==> src/core/sfrm_defs.svh <==
// opcodes, field masks, reset values and timing for the flash front end
// Function
// - no-op only cancels an armed reset
// - reset needs arm frame then reset frame
// - any other command disarms a pending reset
// - reset restores 1-bit, 8-byte burst, status except bits 5:4
// - reset clears the quad io enable bit
// - reset during write aborts that write
// - recovery after aborted write lasts longer
// - slow read only in 1-bit protocol
// - slow read: opcode, 24 address bits, data
// - read streams incrementing, wraps at top
// - enter-quad opcode switches to 4-bit protocol
// - quad exit in own frame, either width
// - quad exit in continuation only leaves continuation
// - power-up 1-bit; fast read in both
// - 1-bit fast read adds one dummy byte
// - 4-bit fast read: address, mode, two dummies
// - 4-bit data driven on falling clock edge
// - 4-bit read pointer wraps to zero
// - read-locked bytes return zero
// - mode nibble A skips next opcode
// - other mode values expect full opcode
// - cycle is two or eight clocks
`ifndef SFRM_DEFS_SVH
`define SFRM_DEFS_SVH

`define SFRM_OP_NOP 8'h00
`define SFRM_OP_ARM 8'h66
`define SFRM_OP_RST 8'h99
`define SFRM_OP_SLOW 8'h03
`define SFRM_OP_FAST 8'h0B
`define SFRM_OP_ENTER_QUAD_PROTOCOL_COMMAND 8'h38
`define SFRM_OP_QEXIT 8'hFF
`define SFRM_MODE_CONT 4'hA

`define SFRM_STATUS_DEF 8'h00
`define SFRM_STATUS_KEEP 8'h30
`define SFRM_CONFIG_DEF 8'h00
`define SFRM_QIO_MASK 8'h02
`define SFRM_BURST_DEF 2'h0

`define SFRM_CLK_MHZ 250

`endif

==> src/core/sfrm_pkg.sv <==
// types shared by the flash front end
`default_nettype none
package sfrm_pkg;
  typedef enum logic [2:0] {
    st_idle,
    st_cmd,
    st_addr,
    st_mode,
    st_dummy,
    st_data,
    st_skip
  } sfrm_state_t;
endpackage
`default_nettype wire

==> src/core/sfrm_sync.sv <==
// two flip-flop synchroniser for pins from outside the clock domain
`default_nettype none
module sfrm_sync #(
  parameter int W = 1,
  parameter logic [W-1:0] RST_VAL = '0
)(
  // clock and reset
  input wire logic clk,
  input wire logic rst_b,
  // pins and their synchronised copy
  input wire logic [W-1:0] d,
  output logic [W-1:0] q
);
  logic [W-1:0] meta_ff;

  always_ff @(posedge clk)
  begin
    if (!rst_b)
    begin
      meta_ff <= RST_VAL;
      q <= RST_VAL;
    end
    else
    begin
      meta_ff <= d;
      q <= meta_ff;
    end
  end
endmodule
`default_nettype wire

==> src/core/sfrm_fifo.sv <==
// small synchronous fifo with flush, valid and ready on both sides
`default_nettype none
module sfrm_fifo #(
  parameter int WIDTH = 8,
  parameter int DEPTH = 4
)(
  // clock and reset
  input wire logic clk,
  input wire logic rst_b,
  input wire logic flush,
  // fill side
  input wire logic in_valid,
  output logic in_ready,
  input wire logic [WIDTH-1:0] in_data,
  // drain side
  output logic out_valid,
  input wire logic out_ready,
  output logic [WIDTH-1:0] out_data
);
  localparam int AW = $clog2(DEPTH);

  if (DEPTH < 2 || (1 << AW) != DEPTH)
  begin : g_bad_depth
    $error("fifo depth must be a power of two, at least 2");
  end

  logic [WIDTH-1:0] mem [DEPTH];
  logic [AW-1:0] wr_ff;
  logic [AW-1:0] rd_ff;
  logic [AW:0] cnt_ff;
  logic push;
  logic pop;

  assign in_ready = cnt_ff != (AW+1)'(DEPTH);
  assign out_valid = cnt_ff != '0;
  assign out_data = mem[rd_ff];
  assign push = in_valid && in_ready;
  assign pop = out_valid && out_ready;

  always_ff @(posedge clk)
  begin
    if (push)
      mem[wr_ff] <= in_data;
  end

  // flush drops whatever is left when a frame ends
  always_ff @(posedge clk)
  begin
    if (!rst_b || flush)
    begin
      wr_ff <= '0;
      rd_ff <= '0;
      cnt_ff <= '0;
    end
    else
    begin
      wr_ff <= wr_ff + AW'(push);
      rd_ff <= rd_ff + AW'(pop);
      cnt_ff <= cnt_ff + (AW+1)'(push) - (AW+1)'(pop);
    end
  end
endmodule
`default_nettype wire

==> src/core/sfrm_core.sv <==
// serial flash command front end: software reset, protocol switch, reads
`include "sfrm_defs.svh"
`default_nettype none
module sfrm_core #(
  parameter int RCV_OTHER_NS = 40000,
  parameter int RCV_WRITE_NS = 100000,
  parameter int FIFO_DEPTH = 4
)(
  // clock and reset
  input wire logic sys_clk,
  input wire logic rst_b,
  // serial pins
  input wire logic sck,
  input wire logic cs_b,
  input wire logic [3:0] serial_io_lines_in,
  output logic [3:0] serial_io_lines_out,
  output logic [3:0] serial_io_lines_oe,
  // array read port
  output logic fetch_req,
  output logic [23:0] fetch_addr,
  input wire logic fetch_valid,
  input wire logic [7:0] fetch_data,
  input wire logic fetch_locked,
  // register loads from neighbouring blocks
  input wire logic status_wr,
  input wire logic [7:0] status_din,
  input wire logic config_wr,
  input wire logic [7:0] config_din,
  input wire logic burst_wr,
  input wire logic [1:0] burst_din,
  input wire logic write_busy,
  // state shown to the rest of the device
  output logic [7:0] status_reg,
  output logic [7:0] config_reg,
  output logic [1:0] burst_len,
  output logic four_bit_protocol,
  output logic reset_armed,
  output logic read_continuation,
  output logic soft_reset,
  output logic write_abort,
  output logic recovery_busy
);
  import sfrm_pkg::*;

  localparam int RCV_OT_CYC = (RCV_OTHER_NS * `SFRM_CLK_MHZ + 999) / 1000;
  localparam int RCV_WR_CYC = (RCV_WRITE_NS * `SFRM_CLK_MHZ + 999) / 1000;
  localparam int RCW = $clog2(RCV_WR_CYC + 1);

  if (RCV_OT_CYC < 1 || RCV_WR_CYC <= RCV_OT_CYC)
  begin : g_bad_recovery
    $error("write recovery must be longer than other recovery");
  end

  sfrm_state_t state_ff;
  logic sck_s;
  logic cs_s;
  logic [3:0] io_s;
  logic sck_d_ff;
  logic cs_d_ff;
  logic [2:0] bcnt_ff;
  logic [1:0] cnt_ff;
  logic [7:0] sh_ff;
  logic [7:0] opc_ff;
  logic [23:0] addr_ff;
  logic cmd_ok_ff;
  logic frm_cont_ff;
  logic [RCW-1:0] recov_cnt_ff;
  logic act_ff;
  logic pend_ff;
  logic [7:0] osh_ff;
  logic sck_rise;
  logic sck_fall;
  logic cs_fall;
  logic cs_rise;
  logic rx_phase;
  logic byte_done;
  logic addr_done;
  logic frame_cmd;
  logic pop;
  logic [2:0] step;
  logic [7:0] rx_byte;
  logic [7:0] cur;
  logic fifo_in_ready;
  logic fifo_out_valid;
  logic [7:0] fifo_out;

  sfrm_sync #(.W(6), .RST_VAL(6'h10)) u_sync (
    .clk(sys_clk),
    .rst_b(rst_b),
    .d({sck, cs_b, serial_io_lines_in}),
    .q({sck_s, cs_s, io_s})
  );

  always_ff @(posedge sys_clk)
  begin
    if (!rst_b)
    begin
      sck_d_ff <= 1'b0;
      cs_d_ff <= 1'b1;
    end
    else
    begin
      sck_d_ff <= sck_s;
      cs_d_ff <= cs_s;
    end
  end

  // frames are ignored while the device recovers from a software reset
  assign sck_rise = sck_s & ~sck_d_ff & ~cs_s;
  assign sck_fall = ~sck_s & sck_d_ff & ~cs_s;
  assign cs_fall = ~cs_s & cs_d_ff & ~recovery_busy;
  assign cs_rise = cs_s & ~cs_d_ff;
  assign step = four_bit_protocol ? 3'h4 : 3'h1;
  assign rx_byte = four_bit_protocol ? {sh_ff[3:0], io_s}
                                     : {sh_ff[6:0], io_s[0]};
  assign rx_phase = state_ff == st_cmd || state_ff == st_addr ||
                    state_ff == st_mode || state_ff == st_dummy;
  assign byte_done = sck_rise && rx_phase && (bcnt_ff + step) == 3'h0;
  assign addr_done = byte_done && state_ff == st_addr && cnt_ff == 2'h2;
  // a continuation frame has no opcode, so a quad exit there only ends it
  assign frame_cmd = cs_rise && cmd_ok_ff && !frm_cont_ff;

  // frame sequencing
  always_ff @(posedge sys_clk)
  begin
    if (!rst_b)
    begin
      state_ff <= st_idle;
      bcnt_ff <= 3'h0;
      cnt_ff <= 2'h0;
      sh_ff <= 8'h00;
      opc_ff <= 8'h00;
      addr_ff <= 24'h000000;
      cmd_ok_ff <= 1'b0;
      frm_cont_ff <= 1'b0;
    end
    else if (cs_rise)
    begin
      // a frame ignored during recovery must not replay the last command
      state_ff <= st_idle;
      cmd_ok_ff <= 1'b0;
      frm_cont_ff <= 1'b0;
    end
    else if (cs_fall)
    begin
      state_ff <= read_continuation ? st_addr : st_cmd;
      frm_cont_ff <= read_continuation;
      cmd_ok_ff <= 1'b0;
      bcnt_ff <= 3'h0;
      cnt_ff <= 2'h0;
    end
    else if (sck_rise && rx_phase)
    begin
      sh_ff <= rx_byte;
      bcnt_ff <= bcnt_ff + step;
      if (byte_done)
      begin
        case (state_ff)
          st_cmd:
          begin
            opc_ff <= rx_byte;
            cmd_ok_ff <= 1'b1;
            // slow read is not recognised in the 4-bit protocol
            if (rx_byte == `SFRM_OP_FAST)
              state_ff <= st_addr;
            else if (rx_byte == `SFRM_OP_SLOW && !four_bit_protocol)
              state_ff <= st_addr;
            else
              state_ff <= st_skip;
          end
          st_addr:
          begin
            addr_ff <= {addr_ff[15:0], rx_byte};
            cnt_ff <= cnt_ff + 2'h1;
            if (cnt_ff == 2'h2)
            begin
              cnt_ff <= 2'h0;
              if (!frm_cont_ff && opc_ff == `SFRM_OP_SLOW)
                state_ff <= st_data;
              else if (four_bit_protocol)
                state_ff <= st_mode;
              else
                state_ff <= st_dummy;
            end
          end
          st_mode:
            state_ff <= st_dummy;
          st_dummy:
          begin
            if (cnt_ff == (four_bit_protocol ? 2'h1 : 2'h0))
              state_ff <= st_data;
            else
              cnt_ff <= cnt_ff + 2'h1;
          end
          default:
            state_ff <= state_ff;
        endcase
      end
    end
    else if (sck_fall && state_ff == st_data)
      bcnt_ff <= bcnt_ff + step;
  end

  // continuation is consumed by the frame that uses it
  always_ff @(posedge sys_clk)
  begin
    if (!rst_b || soft_reset)
      read_continuation <= 1'b0;
    else if (cs_fall)
      read_continuation <= 1'b0;
    else if (byte_done && state_ff == st_mode)
      read_continuation <= rx_byte[7:4] == `SFRM_MODE_CONT;
  end

  // commands take effect when chip select rises, so half frames do nothing
  always_ff @(posedge sys_clk)
  begin
    if (!rst_b)
    begin
      reset_armed <= 1'b0;
      soft_reset <= 1'b0;
      four_bit_protocol <= 1'b0;
    end
    else
    begin
      soft_reset <= frame_cmd && opc_ff == `SFRM_OP_RST &&
                    reset_armed;
      if (frame_cmd)
        reset_armed <= opc_ff == `SFRM_OP_ARM;
      if (soft_reset)
        four_bit_protocol <= 1'b0;
      else if (frame_cmd && opc_ff == `SFRM_OP_ENTER_QUAD_PROTOCOL_COMMAND)
        four_bit_protocol <= 1'b1;
      else if (frame_cmd && opc_ff == `SFRM_OP_QEXIT)
        four_bit_protocol <= 1'b0;
    end
  end

  // lock bits survive a software reset; a reset beats a same-cycle load
  always_ff @(posedge sys_clk)
  begin
    if (!rst_b)
    begin
      status_reg <= `SFRM_STATUS_DEF;
      config_reg <= `SFRM_CONFIG_DEF;
      burst_len <= `SFRM_BURST_DEF;
    end
    else if (soft_reset)
    begin
      status_reg <= (status_reg & `SFRM_STATUS_KEEP) |
                    (`SFRM_STATUS_DEF & ~`SFRM_STATUS_KEEP);
      config_reg <= (config_reg & ~`SFRM_QIO_MASK) |
                    (`SFRM_CONFIG_DEF & `SFRM_QIO_MASK);
      burst_len <= `SFRM_BURST_DEF;
    end
    else
    begin
      if (status_wr)
        status_reg <= status_din;
      if (config_wr)
        config_reg <= config_din;
      if (burst_wr)
        burst_len <= burst_din;
    end
  end

  // recovery time depends on what the reset interrupted
  always_ff @(posedge sys_clk)
  begin
    if (!rst_b)
    begin
      recov_cnt_ff <= '0;
      recovery_busy <= 1'b0;
      write_abort <= 1'b0;
    end
    else
    begin
      write_abort <= soft_reset && write_busy;
      if (soft_reset)
      begin
        recovery_busy <= 1'b1;
        recov_cnt_ff <= write_busy ? RCW'(RCV_WR_CYC - 1)
                                   : RCW'(RCV_OT_CYC - 1);
      end
      else if (recov_cnt_ff != '0)
        recov_cnt_ff <= recov_cnt_ff - RCW'(1);
      else
        recovery_busy <= 1'b0;
    end
  end

  // one fetch in flight; the fifo's ready holds fetching back
  always_ff @(posedge sys_clk)
  begin
    if (!rst_b)
    begin
      fetch_req <= 1'b0;
      fetch_addr <= 24'h000000;
      act_ff <= 1'b0;
      pend_ff <= 1'b0;
    end
    else
    begin
      fetch_req <= 1'b0;
      if (cs_rise)
        act_ff <= 1'b0;
      else if (addr_done)
      begin
        act_ff <= 1'b1;
        fetch_addr <= {addr_ff[15:0], rx_byte};
      end
      else if (fetch_valid && pend_ff)
        fetch_addr <= fetch_addr + 24'h000001;
      if (fetch_valid)
        pend_ff <= 1'b0;
      else if (act_ff && !pend_ff && !fetch_req && fifo_in_ready &&
               !cs_rise)
      begin
        fetch_req <= 1'b1;
        pend_ff <= 1'b1;
      end
    end
  end

  sfrm_fifo #(.WIDTH(8), .DEPTH(FIFO_DEPTH)) u_fifo (
    .clk(sys_clk),
    .rst_b(rst_b),
    .flush(cs_rise),
    .in_valid(fetch_valid && pend_ff && act_ff),
    .in_ready(fifo_in_ready),
    .in_data(fetch_locked ? 8'h00 : fetch_data),
    .out_valid(fifo_out_valid),
    .out_ready(pop),
    .out_data(fifo_out)
  );

  // an underrun sends zero rather than stalling the host clock
  assign pop = sck_fall && state_ff == st_data && bcnt_ff == 3'h0;
  assign cur = pop ? (fifo_out_valid ? fifo_out : 8'h00) : osh_ff;

  always_ff @(posedge sys_clk)
  begin
    if (!rst_b)
    begin
      serial_io_lines_out <= 4'h0;
      serial_io_lines_oe <= 4'h0;
      osh_ff <= 8'h00;
    end
    else if (cs_rise)
      serial_io_lines_oe <= 4'h0;
    else if (sck_fall && state_ff == st_data)
    begin
      osh_ff <= four_bit_protocol ? {cur[3:0], 4'h0} : {cur[6:0], 1'b0};
      serial_io_lines_out <= four_bit_protocol ? cur[7:4]
                                               : {2'b00, cur[7], 1'b0};
      serial_io_lines_oe <= four_bit_protocol ? 4'hF : 4'h2;
    end
  end
endmodule
`default_nettype wire

==> config.mk <==
export PLATFORM = sky130hd
export DESIGN_NAME = sfrm_core
export DESIGN_NICKNAME = d
export VERILOG_FILES = /design/src/core/sfrm_pkg.sv /design/src/core/sfrm_sync.sv /design/src/core/sfrm_fifo.sv /design/src/core/sfrm_core.sv
export VERILOG_INCLUDE_DIRS = /design/src /design/src/core
export SDC_FILE = /design/constraint.sdc
export NUM_CORES = 1
export LEC_CHECK = 0
export BUFFER_PORTS_ARGS = -buffer_cell sky130_fd_sc_hd__clkbuf_2
export CAP_MARGIN = 25
export CORE_UTILIZATION = 52
export CTS_CLUSTER_SIZE = 14
export DETAILED_ROUTE_END_ITERATION = 10
export GPL_ROUTABILITY_DRIVEN = 0
export HOLD_SLACK_MARGIN = 0.08
export MAX_ROUTING_LAYER = met4
export PLACE_DENSITY = 0.76
export RECOVER_POWER = 25
export SYNTH_ARGS = -nofsm -noshare
export SYNTH_HDL_FRONTEND = slang
export SYNTH_SLANG_ARGS = --single-unit
==> constraint.sdc <==
create_clock -name sys_clk -period 2.93 [get_ports sys_clk]
set_clock_uncertainty 0.1 [all_clocks]
set_input_delay 0.4395 -clock sys_clk [delete_from_list [all_inputs] [get_ports sys_clk]]
set_output_delay 0.4395 -clock sys_clk [all_outputs]
set_load 0.1 [all_outputs]
==> impl_metrics.py, run 1 <==
metrics = {
    "synth": {
        "yosys.area.top_type": "dfxtp_1",
        "synthXorXnorAreaFrac_pct": 2.01,
        "synth_enable_flop_cells": 32,
        "synth_cells": 810,
        "synth_nets": 859,
        "seq_area_frac_synth_pct": 48.3,
        "synth_cell_types": 74,
        "synth-compound-area-share_pct": 14.3,
        "synth_area_leaders": "dfxtp_1, edfxtp_1, mux2i_1",
        "ys_async_sr_fraction_pct": 0,
        "synthSimpleGateAreaFrac_pct": 22.8,
        "avgSynthCellArea_sq_um": 9.66,
        "synth_top_area_share_pct": 36.1,
        "synthMuxAreaShare_pct": 7.51,
        "yosysWarnings": 0,
        "syn_area_sq_um": 7830,
        "synth_top_family_by_area": "simple AND/OR/NAND/NOR gates",
        "synth-adder-area-share_pct": 1.53,
        "ys_ff_latch": 173,
        "synthFlopType": "dfxtp_1",
    },
    "run_status": {
        "outcome": "finished, final reports clean",
    },
    "final_layout": {
        "top_regs": "u_fifo.mem: 32 flops, fetch_addr: 24 flops, addr_ff: 16 flops",
        "fillers": 1191,
        "diodes": 0,
        "fin_nets": 950,
        "drive_gt1_share_pct": 19.4,
        "area_growth_pct": 18.1,
        "multiInputGateArea_sq_um": 3790,
        "largest_reg_flops": 32,
        "top_register": "u_fifo.mem",
        "mostFrequentLayoutCells": "dfxtp_1, clkbuf_2, nor2_1, nand3_1, nand2_1",
        "seq_area_sq_um": 3790,
        "final_common_cell": "dfxtp_1",
    },
    "pwr": {
        "pwr_density_cell_nw_per_um2": 662,
        "vdd_drop_max_uv": 428,
        "fin_total_pwr_uw": 6120,
        "p_comb_share_pct": 14.4,
        "p_switching_uw": 1600,
        "seq_power_share_pct": 42.8,
        "p_leak_uw": 0.00337,
        "switching_share_pct": 26.1,
        "clkPwrFrac_pct": 42.8,
        "p_int_uw": 4520,
    },
    "floorplanning": {
        "die_w_um": 125,
        "die_area_sq_um": 15500,
        "rows": 44,
        "die_h_um": 125,
        "start_util_pct": 53.7,
        "core_area_sq_um": 14600,
        "ioPinCount": 97,
    },
    "clock_tree": {
        "postCtsSetupBuffers": 0,
        "clkSinkCount": 173,
        "insertion_delay_ns": 0.43,
        "cts_buffers": 17,
        "root_buffer": "clkbuf_16",
        "clk_pin_slew_worst_paths_ns": 0.06,
        "cts_max_path_buffers": 2,
        "cts_tree": "built",
        "cts_resized": 0,
        "htreeDepth": 4,
        "cts_hold_buf": 0,
    },
    "place": {
        "port_buffers": 96,
        "place.detailed.hpwl_mm": 13.1,
    },
    "routing": {
        "wl_per_cell_um": 17.4,
        "drc": 0,
        "drtIter0Drc": 642,
        "wl_mm": 19.1,
        "antenna_left": 0,
        "via_per_inst": 5.99,
        "drtPass1Iterations": 5,
        "via_count": 6581,
    },
    "min_path": {
        "hold_class": "primary input to flop",
        "hold_depth": 2,
        "min_from": "cs_b",
        "whs_endpoint": "u_sync.meta_ff[4]",
    },
    "timing": {
        "period_minus_slack_ns": 2.67,
        "max_slew_margin_pct": 22.5,
        "slew_violations": 0,
        "worstMarginPinSlew_ns": 1.17,
        "tns_ns": 0,
        "finalHoldViolations": 0,
        "setup_violations": 0,
        "rsz0062_at_grt": "false",
        "max_freq_mhz": 375,
        "final.period_utilization_pct": 91.1,
    },
    "critical_path": {
        "r2r_slack_ns": 0.26,
        "r2r_start": "recov_cnt_ff[0]",
        "path_class": "flop to flop",
        "startpoint_type": "flop",
        "worstPathArrival_ns": 2.88,
        "end_kind": "flop",
        "reg2reg_depth": 7,
        "cp.required_ns": 3.14,
        "r2r_end": "recov_cnt_ff[3]",
        "crit_fanout": 6,
    },
    "grt": {
        "grt.total_usage_pct": 25.6,
        "grt_max_degree": 92,
        "antenna_found_initial": 0,
        "grt.overflow.total": 0,
        "grt_pass1_wl_mm": 31.1,
        "first_global_vias": 6128,
    },
    "job": {
        "maxCapViolCount": 0,
    },
}
layout make-up:
| type | instances | area share, % |
|---|---|---|
| clock buffers | 20 | 4.96 |
| inverters | 18 | 0.731 |
| clock inverters | 12 | 2.50 |
| repair buffers | 123 | 7.34 |
| well taps | 184 | 2.49 |
| multi-input cells | 568 | 41.0 |
| flip-flops and latches | 173 | 41.0 |
critical path, stage by stage, from the launching register on:
cell and delay [ns]:
dfxtp_1 0.33, inv_1 0.09, ha_1 0.29, or3b_2 0.53, nor4_1 0.59, a2111oi_0 0.32
xnor2_1 0.22, a21oi_1 0.08
power by group through the flow:
stage	sequential, uW	combinational, uW	clock (uW)
2_1_floorplan	2750	596	0
3_3_place_gp	2660	841	0
3_5_place_dp	2660	855	0
4_1_cts	2620	882	2640
5_1_grt	2630	974	2730
6_report	2620	882	2620
cell families (layout without fill, tap and decap cells):
kind of cell	after synthesis	in the layout
XOR/XNOR	18	18
AO/OA/AOI/OAI	159	159
multiplexers	48	48
AND/OR/NAND/NOR	334	334
buffers and inverters	69	173
adder cells (fa/ha/maj)	9	9
flip-flops	173	173
synthesized netlist by cell type (all sizes together), types with 8 or more instances:
master / instances
a211oi: 12
a21oi: 30
a22oi: 11
a31oi: 8
and2: 17
and3: 9
buf: 14
clkbuf: 37
dfxtp: 141
edfxtp: 32
ha: 8
inv: 17
mux2i: 34
mux4: 8
nand2: 50
nand2b: 11
nand3: 59
nand4: 18
nor2: 71
nor2b: 14
nor3: 28
nor4: 14
o21ai: 43
o311ai: 8
or3: 9
or4: 9
xnor2: 12
layer usage:
metal	vias up	global-route usage [%]	routed length (um)
li1	3197	-	-
met5	-	-	0
met1	3137	32.7	8270
met3	33	4.73	1090
met4	0	8.72	371
met2	214	40.7	9380
per-stage QoR:
stage          setup slack [ns]  instance area (sq um)  std cells  hold WS [ns]  util [%]
2_1_floorplan           0.00522                   7860        810         0.286         -
3_3_place_gp              0.343                   8570       1066         0.319      58.7
3_5_place_dp              0.282                   8570       1066         0.319      58.7
4_1_cts                   0.271                   9260       1098        0.0894      63.5
5_1_grt                  0.0903                   9240       1098        0.0978      63.3
6_report                  0.261                   9240       1098        0.0929      63.3
how the worst max path moves through the flow:
stage | depth (start not counted) | start | to
6_report | 7 | recov_cnt_ff[0] | recov_cnt_ff[3]
5_1_grt | 7 | recov_cnt_ff[0] | recov_cnt_ff[3]
4_1_cts | 7 | recov_cnt_ff[0] | recov_cnt_ff[3]
3_5_place_dp | 9 | four_bit_protocol | fetch_addr[14]
3_3_place_gp | 9 | four_bit_protocol | fetch_addr[14]
2_1_floorplan | 11 | four_bit_protocol | fetch_addr[14]
(Power assumes the default switching activity.)
==> inputs of run 2 (changes only) <==
--- a/config.mk
+++ b/config.mk
@@ -6,15 +6,16 @@
 export SDC_FILE = /design/constraint.sdc
 export NUM_CORES = 1
 export LEC_CHECK = 0
+export ABC_AREA = 1
 export BUFFER_PORTS_ARGS = -buffer_cell sky130_fd_sc_hd__clkbuf_2
 export CAP_MARGIN = 25
-export CORE_UTILIZATION = 52
+export CORE_UTILIZATION = 53
 export CTS_CLUSTER_SIZE = 14
 export DETAILED_ROUTE_END_ITERATION = 10
 export GPL_ROUTABILITY_DRIVEN = 0
 export HOLD_SLACK_MARGIN = 0.08
 export MAX_ROUTING_LAYER = met4
-export PLACE_DENSITY = 0.76
+export PLACE_DENSITY = 0.77
 export RECOVER_POWER = 25
 export SYNTH_ARGS = -nofsm -noshare
 export SYNTH_HDL_FRONTEND = slang
==> run 2 against run 1 <==
  * Global-route usage down 0.76 points
  * The flow now finishes with violations (DRC, capacitance limit, slew limit)
  * Synthesized cell count up 39%
  * Synthesized area is 3.2% higher
  * Maximum frequency rose by 9.4%
  * Clock-buffer cell count fell by 3
  * Register-to-register slack better by 0.23 ns
  * Clock power down 19%
  * Die area is 1.2% higher
  * Largest cell class is now sequential cells
  * Flip-flop and latch count is the same
  * Utilization down 0.37 points
==> impl_metrics.py, run 2 <==
metrics = {
    "floorplanning": {
        "die_h_um": 125,
        "die_w_um": 125,
        "rows": 44,
        "ioPinCount": 97,
        "core_area_sq_um": 14700,
        "die_area_sq_um": 15700,
        "start_util_pct": 54.9,
    },
    "critical_path": {
        "slowest_delay_ns": 0.43,
        "worstPathArrival_ns": 2.64,
        "startpoint_type": "flop",
        "cp.required_ns": 3.13,
        "path_class": "flop to flop",
        "cp_slowest_cell": "nand3_2",
        "worstPathCellList": "inv_2 > ha_1 > ha_1 > nor2_1 > nand3_2 > nor2_8 > nand3_2 > o21ai_0 > a21oi_1",
        "crit_start": "four_bit_protocol",
        "r2r_end": "addr_ff[14]",
        "reg2reg_depth": 9,
        "r2r_start": "four_bit_protocol",
        "r2r_slack_ns": 0.49,
        "end_kind": "flop",
        "crit_fanout": 32,
    },
    "place": {
        "dpl-instance-area_sq_um": 8700,
        "port_buffers": 96,
        "place.detailed.hpwl_mm": 12.7,
    },
    "timing": {
        "period_minus_slack_ns": 2.44,
        "max_slew_margin_pct": -2.12,
        "slew_violations": 84,
        "tns_ns": 0,
        "finalHoldViolations": 0,
        "final.period_utilization_pct": 83.3,
        "whs_ns": 0.0994,
        "worstMarginPinSlew_ns": 1.53,
        "rsz0062_at_grt": "false",
        "max_freq_mhz": 410,
        "setup_violations": 0,
    },
    "routing": {
        "wl_per_cell_um": 12.8,
        "drc": 10,
        "via_count": 7227,
        "drtIter0Drc": 540,
        "antenna_left": 0,
        "drtPass1Iterations": 8,
        "wl_mm": 18.1,
        "via_per_inst": 5.12,
    },
    "synth": {
        "synth_nets": 1174,
        "avgSynthCellArea_sq_um": 7.18,
        "synth_common_cells": "nand2_1, nor2_1, inv_1",
        "synth_cell_types": 43,
        "synth_cells": 1125,
        "synthFlopType": "dfxtp_1",
        "seq_area_frac_synth_pct": 46.8,
        "yosysWarnings": 0,
        "yosys.area.top_type": "dfxtp_1",
        "synth.most_common_cell": "nand2_1",
        "ys_ff_latch": 173,
        "synth_area_leaders": "dfxtp_1, nand2_1, edfxtp_1",
        "synth_top_area_share_pct": 34.9,
        "syn_area_sq_um": 8080,
        "ys_async_sr_fraction_pct": 0,
        "synth_enable_flop_cells": 32,
    },
    "run_status": {
        "violations": "DRC, capacitance limit, slew limit",
        "outcome": "complete, but fails checks",
    },
    "clock_tree": {
        "clkSinkCount": 173,
        "clk_pin_slew_worst_paths_ns": 0.07,
        "insertion_delay_ns": 0.43,
        "root_buffer": "clkbuf_16",
        "htreeDepth": 4,
        "cts_max_path_buffers": 2,
        "cts_tree": "built",
        "cts_buffers": 17,
    },
    "pwr": {
        "vdd_drop_max_uv": 518,
        "p_int_uw": 3890,
        "p_leak_uw": 0.00421,
        "p_comb_share_pct": 14.0,
        "switching_share_pct": 29.3,
        "pwr_density_cell_nw_per_um2": 594,
        "p_switching_uw": 1610,
        "clkPwrFrac_pct": 38.8,
        "seq_power_share_pct": 47.2,
    },
    "final_layout": {
        "largest_reg_flops": 32,
        "final_common_cell": "nand2_1",
        "fin_nets": 1263,
        "diodes": 0,
        "drive_gt1_share_pct": 13.3,
        "top_register": "u_fifo.mem",
        "mostFrequentLayoutCells": "nand2_1, nor2_1, inv_1, dfxtp_1, clkbuf_2",
        "final_area_sq_um": 9260,
        "area_growth_pct": 14.6,
        "top_regs": "u_fifo.mem: 32 flops, fetch_addr: 24 flops, addr_ff: 16 flops",
        "utilization_pct": 63.0,
    },
    "grt": {
        "grt_pass1_wl_mm": 30.5,
        "grt.total_usage_pct": 24.8,
        "grt_max_degree": 84,
        "grt.overflow.total": 0,
        "antenna_found_initial": 0,
        "first_global_vias": 6568,
    },
    "job": {
        "maxCapViolCount": 1,
    },
    "min_path": {
        "hold_class": "primary input to flop",
        "whs_endpoint": "u_sync.meta_ff[4]",
        "hold_depth": 2,
        "min_from": "cs_b",
    },
}
[run 2: through the flow]
| step | power [uW] | std cells | setup WS (ns) |
|---|---|---|---|
| 3_5_place_dp | 3410 | 1378 | 0.538 |
| 2_1_floorplan | 3240 | 1125 | 0.313 |
| 6_report | 5500 | 1411 | 0.489 |
| 3_3_place_gp | 3390 | 1378 | 0.591 |
| 5_1_grt | 5750 | 1411 | 0.309 |
| 4_1_cts | 5530 | 1411 | 0.503 |
[run 2: metal layers]
metal  global-route usage [%]  wire, um  part of all wire (%)  vias to the layer above
met2                     38.8      8440                    47                      206
met1                     30.9      8070                    45                     3225
met3                     4.79       945                   5.2                       44
met5                        -         0                     0                        -
li1                         -         -                     -                     3752
met4                     11.6       597                   3.3                        0
[run 2: power by group through the flow]
| stage | clock (uW) | sequential [uW] | combinational [uW] |
|---|---|---|---|
| after floorplan | 0 | 2740 | 499 |
| after global placement | 0 | 2650 | 745 |
| after detailed placement | 0 | 2650 | 757 |
| after CTS | 2170 | 2600 | 763 |
| after global routing | 2270 | 2610 | 865 |
| final | 2130 | 2600 | 769 |
[run 2: what timing repair did]
action | 4_1_cts | 5_1_grt
endpoints found under the hold margin | 1 | 0
hold buffers | 1 | 0
gates resized for setup | 0 | 0
setup buffers | 0 | 0
[run 2: worst max path at each step]
stage	end	slack [ns]	cells past startpoint
after CTS	addr_ff[14]	0.50	9
after detailed placement	addr_ff[14]	0.54	9
after global routing	addr_ff[1]	0.31	9
after floorplan	fetch_addr[18]	0.31	13
final	addr_ff[14]	0.49	9
after global placement	addr_ff[13]	0.59	9
[run 2: cells by family after synthesis]
kind of cell | after synthesis | synth area share (%)
DFF | 173 | 46.8
and+or+nand+nor | 529 | 27.2
buffers and inverters | 193 | 9.43
adders and majority gates | 9 | 1.49
xor gates and xnor gates | 18 | 1.95
AOI/OAI and AO/OA | 203 | 13.1
[run 2: area by class of cell]
cell class	instances	area (sq um)
sequential	173	3780
fill	1291	5440
tap	184	230
multi-input combinational	759	3530
timing repair buffer	109	573
clock buffer	17	425
inverter	154	581
clock inverter	15	131
[run 2: worst max-delay path: cells and delay by family, from the launching register on]
family | cells | cell delay (ns)
compound gates | 2 | 0.41
fa+ha+maj | 2 | 0.50
buf+inv | 1 | 0.07
flops | 1 | 0.34
simple gates | 4 | 0.88
==> inputs of run 3 (changes only) <==
==> constraint.sdc (replaced) <==
create_clock -name sys_clk -period 2 [get_ports sys_clk]
set_clock_uncertainty 0.1 [all_clocks]
set_input_delay 0.3 -clock sys_clk [delete_from_list [all_inputs] [get_ports sys_clk]]
set_output_delay 0.3 -clock sys_clk [all_outputs]
set_load 0.1 [all_outputs]
==> run 3 against run 2 <==
  * The run ends with DRC, setup timing left
  * First-iteration DRC count up 9.4%
  * Non-clock buffer count up 83
  * Maximum frequency up 21%
==> impl_metrics.py, run 3 (same netlist as run 2, synthesis figures left out) <==
metrics = {
    "critical_path": {
        "path_class": "flop to flop",
        "worstPathArrival_ns": 2.29,
        "end_kind": "flop",
        "crit_fanout": 10,
        "r2r_slack_ns": -0.02,
        "startpoint_type": "flop",
        "cp.required_ns": 2.27,
        "reg2reg_depth": 13,
    },
    "final_layout": {
        "top_register": "u_fifo.mem",
        "fillers": 1173,
        "final_common_cell": "nand2_1",
        "drive_gt1_share_pct": 19.9,
        "final_area_sq_um": 10400,
        "top_regs": "u_fifo.mem: 32 flops, fetch_addr: 24 flops, addr_ff: 16 flops",
        "fin_nets": 1346,
        "area_growth_pct": 28.4,
        "stdcell_count": 1494,
        "largest_reg_flops": 32,
        "diodes": 0,
        "mostFrequentLayoutCells": "nand2_1, nor2_1, inv_1, dfxtp_1, clkbuf_2",
        "utilization_pct": 70.5,
    },
    "grt": {
        "antenna_found_initial": 0,
        "grt_max_degree": 84,
        "grt.total_usage_pct": 26.4,
        "first_global_vias": 7078,
        "grt_pass1_wl_mm": 32.3,
        "grt.overflow.total": 0,
    },
    "place": {
        "dp.cells": 1417,
        "dpl-instance-area_sq_um": 9190,
        "port_buffers": 96,
        "place.detailed.hpwl_mm": 13.0,
    },
    "timing": {
        "rsz0062_at_grt": "true",
        "setup_slack_ns": -0.0155,
        "period_minus_slack_ns": 2.02,
        "finalHoldViolations": 0,
        "setup_violations": 9,
        "final.period_utilization_pct": 101,
        "max_freq_mhz": 496,
        "max_slew_margin_pct": 23.4,
        "worstMarginPinSlew_ns": 1.15,
        "slew_violations": 0,
        "tns_ns": -0.0611,
    },
    "job": {
        "maxCapViolCount": 0,
    },
    "min_path": {
        "hold_depth": 4,
        "hold_class": "primary input to flop",
    },
    "routing": {
        "wl_per_cell_um": 13.5,
        "via_per_inst": 5.16,
        "via_count": 7702,
        "antenna_left": 0,
        "drc": 7,
        "wl_mm": 20.2,
        "drtIter0Drc": 591,
        "drtPass1Iterations": 10,
    },
    "pwr": {
        "vdd_drop_max_uv": 614,
        "fin_total_pwr_uw": 8080,
        "p_leak_uw": 0.00469,
        "seq_power_share_pct": 47.0,
        "p_switching_uw": 2320,
        "p_comb_share_pct": 15.7,
        "switching_share_pct": 28.8,
        "pwr_density_cell_nw_per_um2": 779,
        "clkPwrFrac_pct": 37.4,
        "p_int_uw": 5760,
    },
    "clock_tree": {
        "cts_max_path_buffers": 2,
        "cts_tree": "built",
        "cts_buffers": 17,
        "clkSinkCount": 173,
        "clk_pin_slew_worst_paths_ns": 0.07,
        "htreeDepth": 4,
        "root_buffer": "clkbuf_16",
        "insertion_delay_ns": 0.43,
    },
    "floorplanning": {
        "core_area_sq_um": 14700,
        "die_w_um": 125,
        "start_util_pct": 54.9,
        "die_h_um": 125,
        "die_area_sq_um": 15700,
        "ioPinCount": 97,
        "rows": 44,
    },
    "run_status": {
        "violations": "DRC, setup timing",
        "outcome": "complete, but fails checks",
    },
}
## run 3: changes by cell type in the layout (fill, tap and decap cells not counted), sizes merged
cell and change:
inv -4, clkinv +3, buf +42, clkbuf +5, dlygate4sd3 +35, clkinvlp +1
dlymetal6s2s +1
## run 3: layout make-up
type | count | area [sq um] | share of cell area (%)
Clock buffer | 17 | 425 | 4.10
Clock inverter | 15 | 114 | 1.10
Inverter | 154 | 596 | 5.74
Multi-Input combinational cell | 759 | 3750 | 36.2
Sequential cell | 173 | 3800 | 36.6
Tap cell | 184 | 230 | 2.22
Timing Repair Buffer | 192 | 1450 | 14.0
## run 3: worst paths after layout
path                                       end               from
worst max-delay path            fetch_addr[22]  four_bit_protocol
worst min-delay path             config_reg[1]          config_wr
worst max register to register  fetch_addr[22]  four_bit_protocol
worst min register to register     u_sync.q[4]  u_sync.meta_ff[4]
## run 3: metrics by stage
stage | hold WS (ns) | worst slack [ns]
after floorplan | 0.290 | -0.279
after global placement | 0.298 | -0.0104
after detailed placement | 0.303 | -0.0276
after CTS | 0.0923 | 0.00340
after global routing | 0.0914 | -0.127
final | 0.0574 | -0.0155
## run 3: routing by layer
layer / vias to the layer above / GRT usage [%] / share of wire (%)
met4: 0 / 11.0 / 2.7
met3: 55 / 5.35 / 5.3
li1: 3931 / - / -
met2: 239 / 43.2 / 48
met1: 3477 / 31.8 / 44
met5: - / - / 0
## run 3: what timing repair did
item,in CTS,in global routing
hold buffers,37,0
gates resized for setup,2,55
gates cloned,0,5
setup buffers,0,4
setup endpoints to repair,11,57
hold endpoints to repair,26,0
pin swaps,3,14
## run 3: critical path, cell delays in order (launching register included)
cell and delay, ns:
dfxtp_4 0.37, inv_6 0.03, ha_4 0.15, ha_4 0.22, nor2_4 0.12, nand3_4 0.09
nor2_8 0.16, nand3_4 0.12, nand2_4 0.12, nand2_8 0.09, clkbuf_16 0.19, nand2_2 0.06
nand2_1 0.05, nor2_1 0.09
## run 3: power groups by stage
stage	logic (uW)	registers [uW]	clock network [uW]
3_5_place_dp	1190	3870	0
4_1_cts	1250	3790	3060
5_1_grt	1430	3820	3210
3_3_place_gp	1170	3870	0
6_report	1270	3800	3020
2_1_floorplan	736	4020	0
